$ cat src/logic/clk_gate_pkg.sv
`default_nettype none
package clk_gate_pkg;
	// register indexes inside the downstream-control region
	localparam logic [7:0] IDX_OUTPUT_ENABLES = 8'h38;
	localparam logic [7:0] IDX_SETTING_LOCKS  = 8'h3B;
	localparam logic [7:0] IDX_STOP_CONTROL   = 8'h3C;
	localparam logic [7:0] IDX_IDLE_DELAY     = 8'h3D;

	// field positions of the output-enable register
	localparam int POS_PIN1_STOPPABLE = 3;
	localparam int POS_PIN0_STOPPABLE = 2;
	localparam int POS_PIN1_OUT_EN    = 1;
	localparam int POS_PIN0_OUT_EN    = 0;

	// field positions of the lock register
	localparam int POS_STOP_FEATURE_LOCK = 4;
	localparam int POS_PIN1_STOP_LOCK    = 3;
	localparam int POS_PIN0_STOP_LOCK    = 2;
	localparam int POS_PIN1_OUT_LOCK     = 1;
	localparam int POS_PIN0_OUT_LOCK     = 0;

	// field positions of control and idle-delay registers
	localparam int POS_STOP_FEATURE_EN = 0;
	localparam int POS_IDLE_LSB        = 2;
	localparam int IDLE_FIELD_W        = 6;

	// values after reset
	localparam logic [3:0] RST_OUTPUT_ENABLES = 4'h3;
	localparam logic [4:0] RST_SETTING_LOCKS  = 5'h00;
	localparam logic       RST_STOP_FEATURE   = 1'b0;
	localparam logic [5:0] RST_IDLE_FIELD     = 6'h00;

	// idle delay in bus clocks: base plus step per field unit
	localparam int          IDLE_CNT_W      = 9;
	localparam logic [8:0]  IDLE_BASE_CLKS  = 9'h004;
	localparam logic [8:0]  IDLE_STEP_CLKS  = 9'h004;

	// clock-stop sequencer states
	typedef enum logic [1:0] {
		ST_RUN       = 2'b00,
		ST_IDLE_WAIT = 2'b01,
		ST_STOPPED   = 2'b10,
		ST_RESTART   = 2'b11
	} stop_state_t;
endpackage
`default_nettype wire

$ cat src/logic/lpc_clock_output_gating.sv
// Contract
// - pin1_stoppable lets CLKRUN# stop pin b
// - pin0_stoppable lets CLKRUN# stop pin a
// - pin1_output_enable low holds pin b low
// - pin0_output_enable low holds pin a low
// - lock bits are sticky and freeze settings
// - lock bit 4 freezes global stop enable
// - lock bit 3 freezes pin b stoppable
// - lock bit 2 freezes pin a stoppable
// - lock bit 1 freezes pin b enable
// - lock bit 0 freezes pin a enable
// - global enable gates any clock stopping
// - idle delay counted from CLKRUN# rising
// - zero gives minimum, each unit adds four
`timescale 1ns/1ps
`default_nettype none
module lpc_clock_output_gating
	import clk_gate_pkg::*;
(
	input  wire logic       i_ref_clk,      // 50 MHz system clock
	input  wire logic       i_sys_rst,      // async platform reset, high
	input  wire logic       i_clk_en,       // freezes all state when low
	input  wire logic       i_cfg_sel,      // portal selects this region
	input  wire logic [7:0] i_cfg_index,    // register index
	input  wire logic       i_cfg_wr,       // write strobe, one cycle
	input  wire logic       i_cfg_rd,       // read strobe, one cycle
	input  wire logic [7:0] i_cfg_wdata,    // write data
	output logic      [7:0] o_cfg_rdata,    // read data, registered
	input  wire logic       i_bus_req,      // bridge wants an LPC cycle
	output logic            o_bus_grant,    // clocks running, cycle may go
	input  wire logic       i_clkrun_n,     // CLKRUN# pin level
	output logic            o_clkrun_n,     // CLKRUN# drive value
	output logic            o_clkrun_oe,    // CLKRUN# drive enable
	output logic            o_bus_clock_out_a, // first bus clock pin
	output logic            o_bus_clock_out_b, // second bus clock pin
	output logic            o_clocks_stopped   // stop state, status
);
	typedef struct packed {
		logic        pin1_stoppable;      // pin b may be stopped
		logic        pin0_stoppable;      // pin a may be stopped
		logic        pin1_output_enable;  // pin b may toggle
		logic        pin0_output_enable;  // pin a may toggle
		logic        stop_feature_lock;   // freezes global enable
		logic        pin1_stoppable_lock; // freezes pin b stoppable
		logic        pin0_stoppable_lock; // freezes pin a stoppable
		logic        pin1_output_lock;    // freezes pin b enable
		logic        pin0_output_lock;    // freezes pin a enable
		logic        stop_feature_enable; // global stop enable
		logic [5:0]  idle_field;          // idle delay units
		logic [7:0]  rdata;               // read data holding
		logic        clkrun_s1;           // synchroniser stage one
		logic        clkrun_s2;           // synchroniser stage two
		logic        clkrun_prev;         // previous synced level
		stop_state_t state;               // stop sequencer
		logic        div;                 // bus clock phase
		logic        clk_a;               // pin a output
		logic        clk_b;               // pin b output
		logic        drive_low;           // pulling CLKRUN# low
	} gate_t;

	gate_t st_r;   // registered state
	gate_t st_nxt; // next state

	logic                  wr_hit;     // write into this region
	logic                  tick;       // one bus clock completes
	logic                  clk_rose;   // CLKRUN# released by all
	logic                  timer_start; // begin idle wait
	logic                  timer_abort; // cancel idle wait
	logic                  timer_done;  // idle wait expired
	logic [IDLE_CNT_W-1:0] idle_load;   // clocks to wait
	logic                  gate_a;      // pin a silenced
	logic                  gate_b;      // pin b silenced

	// idle wait in bus clocks for a field value
	// zero units gives the base figure, the shortest wait allowed;
	// each further unit adds a fixed step of bus clocks.
	// the product is cut to the counter width on purpose: the largest
	// field value still fits in the nine-bit counter.
	function automatic logic [IDLE_CNT_W-1:0] idle_clocks(input logic [5:0] units);
		logic [IDLE_CNT_W-1:0] ext;
		ext         = {3'h0, units};
		idle_clocks = IDLE_BASE_CLKS + IDLE_CNT_W'(ext * IDLE_STEP_CLKS);
	endfunction

	// read view of one register, reserved bits zero
	// unmapped indexes of the region also read as zero, so software
	// probing the reserved slots never sees stale bits.
	function automatic logic [7:0] reg_view(input gate_t s, input logic [7:0] idx);
		case (idx)
			IDX_OUTPUT_ENABLES: reg_view = {4'h0, s.pin1_stoppable, s.pin0_stoppable,
				s.pin1_output_enable, s.pin0_output_enable};
			IDX_SETTING_LOCKS:  reg_view = {3'h0, s.stop_feature_lock,
				s.pin1_stoppable_lock, s.pin0_stoppable_lock,
				s.pin1_output_lock, s.pin0_output_lock};
			IDX_STOP_CONTROL:   reg_view = {7'h00, s.stop_feature_enable};
			IDX_IDLE_DELAY:     reg_view = {s.idle_field, 2'h0};
			default:            reg_view = 8'h00;
		endcase
	endfunction

	// a write only counts while the portal points into this region
	assign wr_hit    = i_cfg_wr && i_cfg_sel;
	// the divider low phase marks the end of one bus clock
	assign tick      = !st_r.div;
	assign clk_rose  = st_r.clkrun_s2 && !st_r.clkrun_prev;
	assign idle_load = idle_clocks(st_r.idle_field);

	// stopping only bites when the pin is stoppable and feature on
	assign gate_a = (st_r.state == ST_STOPPED) && st_r.stop_feature_enable
		&& st_r.pin0_stoppable;
	assign gate_b = (st_r.state == ST_STOPPED) && st_r.stop_feature_enable
		&& st_r.pin1_stoppable;

	// all register, handshake and clock logic
	// hazard: the line is shared and may be driven by any peripheral,
	// so its level is only trusted after the two-stage synchroniser.
	// the sequencer never stops a clock while a request is pending.
	always_comb
	begin
		st_nxt      = st_r;
		timer_start = 1'b0;
		timer_abort = 1'b0;

		// pin sampled through two stages; only stage two is read
		st_nxt.clkrun_s1   = i_clkrun_n;
		st_nxt.clkrun_s2   = st_r.clkrun_s1;
		st_nxt.clkrun_prev = st_r.clkrun_s2;

		// register writes; a field obeys the lock held before this write
		if (wr_hit)
		begin
			case (i_cfg_index)
				IDX_OUTPUT_ENABLES:
				begin
					if (!st_r.pin1_stoppable_lock)
						st_nxt.pin1_stoppable = i_cfg_wdata[POS_PIN1_STOPPABLE];
					if (!st_r.pin0_stoppable_lock)
						st_nxt.pin0_stoppable = i_cfg_wdata[POS_PIN0_STOPPABLE];
					if (!st_r.pin1_output_lock)
						st_nxt.pin1_output_enable = i_cfg_wdata[POS_PIN1_OUT_EN];
					if (!st_r.pin0_output_lock)
						st_nxt.pin0_output_enable = i_cfg_wdata[POS_PIN0_OUT_EN];
				end
				IDX_SETTING_LOCKS:
				begin
					// ones set, zeros never clear
					st_nxt.stop_feature_lock = st_r.stop_feature_lock
						| i_cfg_wdata[POS_STOP_FEATURE_LOCK];
					st_nxt.pin1_stoppable_lock = st_r.pin1_stoppable_lock
						| i_cfg_wdata[POS_PIN1_STOP_LOCK];
					st_nxt.pin0_stoppable_lock = st_r.pin0_stoppable_lock
						| i_cfg_wdata[POS_PIN0_STOP_LOCK];
					st_nxt.pin1_output_lock = st_r.pin1_output_lock
						| i_cfg_wdata[POS_PIN1_OUT_LOCK];
					st_nxt.pin0_output_lock = st_r.pin0_output_lock
						| i_cfg_wdata[POS_PIN0_OUT_LOCK];
				end
				IDX_STOP_CONTROL:
				begin
					if (!st_r.stop_feature_lock)
						st_nxt.stop_feature_enable = i_cfg_wdata[POS_STOP_FEATURE_EN];
				end
				IDX_IDLE_DELAY:
				begin
					st_nxt.idle_field = i_cfg_wdata[POS_IDLE_LSB +: IDLE_FIELD_W];
				end
				default:
				begin
					// reserved and foreign indexes ignore writes
					st_nxt.rdata = st_r.rdata;
				end
			endcase
		end

		// read data captured on the strobe, zero when not selected
		if (i_cfg_rd)
			st_nxt.rdata = i_cfg_sel ? reg_view(st_r, i_cfg_index) : 8'h00;

		// bus clock divider runs always; pins gated on the low phase
		// gating on the low phase keeps every pin pulse full width,
		// so a stop or restart never leaves a runt high level.
		st_nxt.div = !st_r.div;

		// clock-stop sequencer
		case (st_r.state)
			ST_RUN:
			begin
				st_nxt.drive_low = 1'b0;
				// CLKRUN# released by every agent starts the idle wait
				if (st_r.stop_feature_enable && clk_rose && !i_bus_req)
				begin
					timer_start  = 1'b1;
					st_nxt.state = ST_IDLE_WAIT;
				end
			end
			ST_IDLE_WAIT:
			begin
				// any request or a disabled feature cancels the stop
				if (!st_r.clkrun_s2 || i_bus_req || !st_r.stop_feature_enable)
				begin
					timer_abort  = 1'b1;
					st_nxt.state = ST_RUN;
				end
				else if (timer_done)
				begin
					timer_abort  = 1'b1;
					st_nxt.state = ST_STOPPED;
				end
			end
			ST_STOPPED:
			begin
				// feature switched off brings clocks straight back
				if (!st_r.stop_feature_enable)
					st_nxt.state = ST_RUN;
				else if (i_bus_req)
				begin
					st_nxt.drive_low = 1'b1;
					st_nxt.state     = ST_RESTART;
				end
				else if (!st_r.clkrun_s2)
					st_nxt.state = ST_RESTART;
			end
			ST_RESTART:
			begin
				// clocks toggle again; grant once the next divider low phase returns to run
				if (tick)
				begin
					st_nxt.drive_low = 1'b0;
					st_nxt.state     = ST_RUN;
				end
			end
			default:
			begin
				st_nxt.state = ST_RUN;
			end
		endcase

		// pins follow the divider only while enabled and not stopped
		// a disabled pin stays low whatever the sequencer does;
		// a pin that is not stoppable keeps running through a stop.
		st_nxt.clk_a = st_nxt.div && st_r.pin0_output_enable && !gate_a;
		st_nxt.clk_b = st_nxt.div && st_r.pin1_output_enable && !gate_b;
	end

	// state register; every field returns to its default on reset
	always_ff @(posedge i_ref_clk or posedge i_sys_rst)
	begin
		if (i_sys_rst)
		begin
			st_r                     <= '0;
			st_r.pin1_stoppable      <= RST_OUTPUT_ENABLES[POS_PIN1_STOPPABLE];
			st_r.pin0_stoppable      <= RST_OUTPUT_ENABLES[POS_PIN0_STOPPABLE];
			st_r.pin1_output_enable  <= RST_OUTPUT_ENABLES[POS_PIN1_OUT_EN];
			st_r.pin0_output_enable  <= RST_OUTPUT_ENABLES[POS_PIN0_OUT_EN];
			st_r.stop_feature_lock   <= RST_SETTING_LOCKS[POS_STOP_FEATURE_LOCK];
			st_r.pin1_stoppable_lock <= RST_SETTING_LOCKS[POS_PIN1_STOP_LOCK];
			st_r.pin0_stoppable_lock <= RST_SETTING_LOCKS[POS_PIN0_STOP_LOCK];
			st_r.pin1_output_lock    <= RST_SETTING_LOCKS[POS_PIN1_OUT_LOCK];
			st_r.pin0_output_lock    <= RST_SETTING_LOCKS[POS_PIN0_OUT_LOCK];
			st_r.stop_feature_enable <= RST_STOP_FEATURE;
			st_r.idle_field          <= RST_IDLE_FIELD;
			st_r.clkrun_s1           <= 1'b1;
			st_r.clkrun_s2           <= 1'b1;
			st_r.clkrun_prev         <= 1'b1;
			st_r.state               <= ST_RUN;
		end
		else if (i_clk_en)
			st_r <= st_nxt;
	end

	// idle wait counter in bus clocks
	// the timer shares the clock enable, so a frozen block also
	// freezes the idle wait instead of letting it run out early.
	idle_delay_timer idle_delay_timer_inst (
		.i_ref_clk (i_ref_clk),
		.i_sys_rst (i_sys_rst),
		.i_clk_en  (i_clk_en),
		.i_tick    (tick),
		.i_start   (timer_start),
		.i_abort   (timer_abort),
		.i_load    (idle_load),
		.o_done    (timer_done)
	);

	// outputs; CLKRUN# is open drain, only ever pulled low
	// the grant is combinational so a request in run goes at once;
	// status and pins come straight from the state register.
	assign o_cfg_rdata       = st_r.rdata;
	assign o_bus_grant       = i_bus_req && (st_r.state == ST_RUN);
	assign o_clkrun_n        = 1'b0;
	assign o_clkrun_oe       = st_r.drive_low;
	assign o_bus_clock_out_a = st_r.clk_a;
	assign o_bus_clock_out_b = st_r.clk_b;
	assign o_clocks_stopped  = (st_r.state == ST_STOPPED);
endmodule
`default_nettype wire

$ cat src/logic/idle_delay_timer.sv
`timescale 1ns/1ps
`default_nettype none
// counts bus clocks down from a loaded figure and flags expiry
module idle_delay_timer
	import clk_gate_pkg::*;
(
	input  wire logic                  i_ref_clk,  // system clock
	input  wire logic                  i_sys_rst,  // async reset, high
	input  wire logic                  i_clk_en,   // freezes state when low
	input  wire logic                  i_tick,     // one bus clock elapsed
	input  wire logic                  i_start,    // load and begin counting
	input  wire logic                  i_abort,    // drop the count
	input  wire logic [IDLE_CNT_W-1:0] i_load,     // clocks to wait
	output logic                       o_done      // count expired, level
);
	typedef struct packed {
		logic [IDLE_CNT_W-1:0] cnt;   // remaining clocks
		logic                  busy;  // counting in progress
		logic                  done;  // expiry reached
	} timer_t;

	timer_t st_r;   // registered state
	timer_t st_nxt; // next state

	// load, count down on each bus clock, flag at zero
	always_comb
	begin
		st_nxt = st_r;
		if (i_abort)
		begin
			st_nxt.busy = 1'b0;
			st_nxt.done = 1'b0;
		end
		else if (i_start)
		begin
			st_nxt.cnt  = i_load;
			st_nxt.busy = 1'b1;
			st_nxt.done = 1'b0;
		end
		else if (st_r.busy && i_tick)
		begin
			// last clock of the wait
			if (st_r.cnt <= 9'h001)
			begin
				st_nxt.busy = 1'b0;
				st_nxt.done = 1'b1;
			end
			else
				st_nxt.cnt = st_r.cnt - 9'h001;
		end
	end

	// state register
	always_ff @(posedge i_ref_clk or posedge i_sys_rst)
	begin
		if (i_sys_rst)
			st_r <= '0;
		else if (i_clk_en)
			st_r <= st_nxt;
	end

	assign o_done = st_r.done;
endmodule
`default_nettype wire

$ cat config.mk
export PLATFORM = sky130hd
export DESIGN_NAME = lpc_clock_output_gating
export DESIGN_NICKNAME = d
export VERILOG_FILES = /design/src/logic/clk_gate_pkg.sv /design/src/logic/lpc_clock_output_gating.sv /design/src/logic/idle_delay_timer.sv
export SDC_FILE = /design/constraint.sdc
export NUM_CORES = 1
export LEC_CHECK = 0
export BUFFER_PORTS_ARGS = -buffer_cell sky130_fd_sc_hd__buf_2
export CORE_AREA = 2 2 88 90
export DETAILED_ROUTE_END_ITERATION = 8
export DIE_AREA = 0 0 90 92
export GPL_TIMING_DRIVEN = 0
export SLEW_MARGIN = 10
export SYNTH_ARGS = -nofsm -noshare
export SYNTH_HDL_FRONTEND = slang
export SYNTH_SLANG_ARGS = --single-unit
$ cat constraint.sdc
create_clock -name i_ref_clk -period 3 [get_ports i_ref_clk]
set_input_delay 0.45 -clock i_ref_clk [delete_from_list [all_inputs] [get_ports i_ref_clk]]
set_output_delay 0.45 -clock i_ref_clk [all_outputs]
set_load 0.03 [all_outputs]
Yosys cells after proc, flatten, opt, wreduce, memory -nomap -nowiden:

Index checks and enable logic that the tools add are counted.

* add/sub/neg operators: 2
* order comparisons: 1
* equal/unequal tests: 14
* muxes and demuxes: 25
* bitwise operators: 11
* reductions and logical operators: 39

Operators by type and width (number)
* $eq 8x6->1 const B: 4
* $pmux 8 s4: 1
* $reduce_and 4->1: 6
* $mux 11: 2
* $mux 2: 9
* $mux 8: 2
* $logic_and 1x1->1: 13
* $reduce_and 5->1: 2
* $add 3x8->9 const A: 1
* $le 9x1->1 const B: 1
* $mux 9: 1
* $reduce_and 3->1: 3
* $reduce_bool 3->1: 3
* $sub 9x1->9 const B: 1
* $mux 1: 8
* $pmux 2 s4: 1
* $logic_not 1->1: 7
* $ne 2x2->1 const B: 3
* $not 1->1: 6
* $or 1x1->1: 5
* $eq 2x2->1 const B: 2
* $ne 2x1->1 const B: 2
* $ne 4x4->1 const B: 1
* $ne 3x2->1 const B: 1
* other kinds (6): 7

* register bits: 44
* output and inout port bits: 14
* logic and storage cells: 115

Depth between registers and ports, before layout:

* word-level depth: 8
* depth in mapped cells: 6
* mapped depth without buffers: 6

By module:

Synthesis repeated with hierarchy kept, for this count alone.

* cell total of the unflattened synthesis: 258
* area, all modules: 2481.1 sq um

By module, submodules not included
* lpc_clock_output_gating: instances 1, cells each 170, area each 1735.4 sq um, sequential area each 832.0 sq um
* idle_delay_timer: instances 1, cells each 88, area each 745.7 sq um, sequential area each 275.3 sq um

Least setup slack after synthesis:

Ideal clock, no wire load.

* kind: reg-to-output
* start point: register st_r[4] (netlist bit)
* end point: output o_bus_grant
* arrival: 1325 ps
* required time: 2550 ps
* path slack: 1225 ps
* stages on the path, launching flop included: 3
* buffers on the path: 1
* cell sequence: dfrtp_1 -> clkbuf_1 -> nor3b_1

* word-level cells in the longest chain between the ends: 2

Ends and longest elaborated chain
* from (decl): line lpc_clock_output_gating.sv:61 `gate_t st_r;`
* from (signal assigned): line lpc_clock_output_gating.sv:268 `st_r <= st_nxt;`
* $logic_not 2->1: line lpc_clock_output_gating.sv:289 `assign o_bus_grant = i_bus_req && (st_r.state == ST_RUN);`
* $logic_and 1x1->1: line lpc_clock_output_gating.sv:289
* to (decl): line lpc_clock_output_gating.sv:30 `output logic o_bus_grant,`

No other way between the ends.

Worst setup path in the final report:

Same ends and word-level chain as after synthesis.

==> impl_metrics.env <==
export IMPL_hold_class="input pin to asynchronous set/reset pin"
export IMPL_htreeDepth=2
export IMPL_place_inst=383
export IMPL_rows=32
export IMPL_hold_viol=0
export IMPL_synth_distinct_cells=74
export IMPL_status="completed"
export IMPL_synth_edf_count=0
export IMPL_rsz0062_at_grt="false"
export IMPL_leakage_nw=1.40
export IMPL_dieArea_um2=8280
export IMPL_cp_end_kind="output pin"
export IMPL_final_cells=391
export IMPL_cts_sinks=44
export IMPL_required_ns=2.55
export IMPL_fin_setup_tns_ns=0
export IMPL_start_util_pct=33.8
export IMPL_reg2regPathDepth=4
export IMPL_grt_antenna_before_repair=0
export IMPL_grt_pass1_wl_um=9760
export IMPL_globalRouteOverflowTotal=0
export IMPL_dieHeight_um=92
export IMPL_synth_fp_nets=271
export IMPL_nets=315
export IMPL_critPathMaxFanout=10
export IMPL_cp_start_kind="flop"
export IMPL_drt_wl_total_um=5670
export IMPL_setup_slack_ns=1.17
export IMPL_clockBufferDepth=2
export IMPL_clk_pin_slew_ns=0.08
export IMPL_gp_congestion=0.813
export IMPL_period_share_pct=61.1
export IMPL_crit_arrival_ns=1.38
export IMPL_async_flop_share_pct=100
export IMPL_cap_viol_max_count=0
export IMPL_drt_pass1_iter_count=5
export IMPL_first_iter_violations=130
export IMPL_p_per_area_nw_per_um2=423
export IMPL_finalSetupViolCount=0
export IMPL_grt_usage_pct=14.6
export IMPL_ys_flop_type="dfrtp_1"
export IMPL_slew_violations=0
export IMPL_final_common_cell="buf_2"
export IMPL_via_per_inst=5.22
export IMPL_syn_to_final_growth_pct=16.8
export IMPL_yosysSeqAreaShare_pct=44.0
export IMPL_vias=2042
export IMPL_syn_area_per_cell_um2=10.3
export IMPL_drc=0
export IMPL_syn_cell_area_um2=2510
export IMPL_ios=38
export IMPL_layout_common_cells="41 x buf_2, 39 x dfrtp_1, 17 x nand2_1"
export IMPL_fill_cells=755
export IMPL_syn_instance_count=244
export IMPL_drive_above_1_share_pct=28.0
export IMPL_clock_skew_final_ns=0.00734
export IMPL_antenna_cells=0
export IMPL_cts_made_buffers=5
export IMPL_cts_tree="done"
export IMPL_die_w_um=90
export IMPL_period_needed_ns=1.83
export IMPL_preCtsSetupSlack_ns=0.989
export IMPL_hpwl_um=4370
export IMPL_antenna_left=0
export IMPL_postCtsSetupBuffers=0
export IMPL_wire_per_inst_um=14.5
export IMPL_yosysWarnings=0
export IMPL_path_class="flop to output pin"
export IMPL_grt_pass1_vias=1986
export IMPL_peakVddDrop_uv=239
export IMPL_max_freq_mhz=546
export IMPL_ys_ff_latch=44
export IMPL_grt_start_max_net_pins=29
export IMPL_core_um2=7450
export IMPL_cts_resized=0
export IMPL_clk_latency_ns=0.29
export IMPL_root_buffer="clkbuf_8"
export IMPL_ctsHoldBuffers=0
export IMPL_critical_path_startpoint="st_r[4]"
export IMPL_r2r_start="idle_delay_timer_inst.st_r[2]"
export IMPL_io_buffer_count=36
layer usage:
layer | vias up | GRT usage [%] | wire length (µm)
met5 | - | 0 | 0
met4 | 0 | 3.85 | 48
li1 | 997 | - | -
met3 | 4 | 2.96 | 280
met1 | 987 | 22.2 | 2900
met2 | 54 | 21.0 | 2440
worst max-delay path: stages, from the launching register on:
cell and delay (ns):
dfrtp_1 0.42, clkbuf_1 0.21, nor3b_1 0.24, buf_2 0.23
stage by stage:
step	hold WS (ns)	cell area, µm²	util (%)	total power [W]
after detailed placement	0.453	2840	38.2	0.000871
after global placement	0.464	2820	37.9	0.000866
after floorplan	0.443	2510	-	0.000804
after CTS	0.134	2940	39.4	0.00126
final	0.131	2940	39.4	0.00124
after global routing	0.157	2940	39.4	0.00131
sequential cells by signal, summed over array words and instances (netlist names):
signal and flops:
idle_delay_timer_inst.o_done 1, idle_delay_timer_inst.st_r 10, o_bus_clock_out_a 1, o_bus_clock_out_b 1, o_cfg_rdata 8, o_clkrun_oe 1, st_nxt 2, st_r 20
cells by family (layout without fill, tap and decap cells):
| group | count (synthesis) | after routing | synth area share (%) |
|---|---|---|---|
| simple gates | 86 | 86 | 21.2 |
| compound gates | 66 | 66 | 19.8 |
| flops | 44 | 44 | 44.0 |
| buf+inv | 25 | 70 | 5.32 |
| mux | 15 | 15 | 6.67 |
| xor+xnor | 4 | 4 | 1.39 |
| fa+ha+maj | 3 | 3 | 1.49 |
| other cells | 1 | 1 | 0.149 |
where the power goes:
group	internal [W]	total, W	leakage, nW	switching, W
logic	0.0000913	0.000205	0.767	0.000114
clock network	0.000187	0.000382	0.0445	0.000195
registers	0.000622	0.000655	0.594	0.0000326
synth_stat cells (all sizes together), types with 4 or more instances:
cell,number,share of area (%)
dfrtp,39,39
nand2,17,2.5
o21ai,16,3.2
buf,15,3.8
mux2,14,6.3
nor2,13,2.3
nand3,9,1.8
a21o,8,2.4
inv,8,1.2
nor3,8,2.2
a21oi,6,1.3
dfstp,5,5.2
a22o,4,1.4
and3,4,1.0
and3b,4,1.4
nor2b,4,0.99
cell type report:
cell class / count / area, µm² / share of cell area, %
multi-input combinational: 175 / 1270 / 43.4
sequential: 44 / 1110 / 37.7
timing repair buffer: 37 / 200 / 6.82
tap: 102 / 128 / 4.35
buffer: 17 / 104 / 3.54
clock buffer: 7 / 86.3 / 2.94
inverter: 8 / 30.0 / 1.02
clock inverter: 1 / 7.51 / 0.256
final timing paths:
path / endpoint / slack [ns]
max: o_bus_grant / 1.17
min: idle_delay_timer_inst.st_r[5] / 0.13
max reg2reg: idle_delay_timer_inst.st_r[8] / 1.17
min reg2reg: st_r[25] / 0.49
max in group asynchronous: st_r[29] / 2.33
min in group i_ref_clk: st_r[21] / 0.37
(Power assumes the default switching activity.)
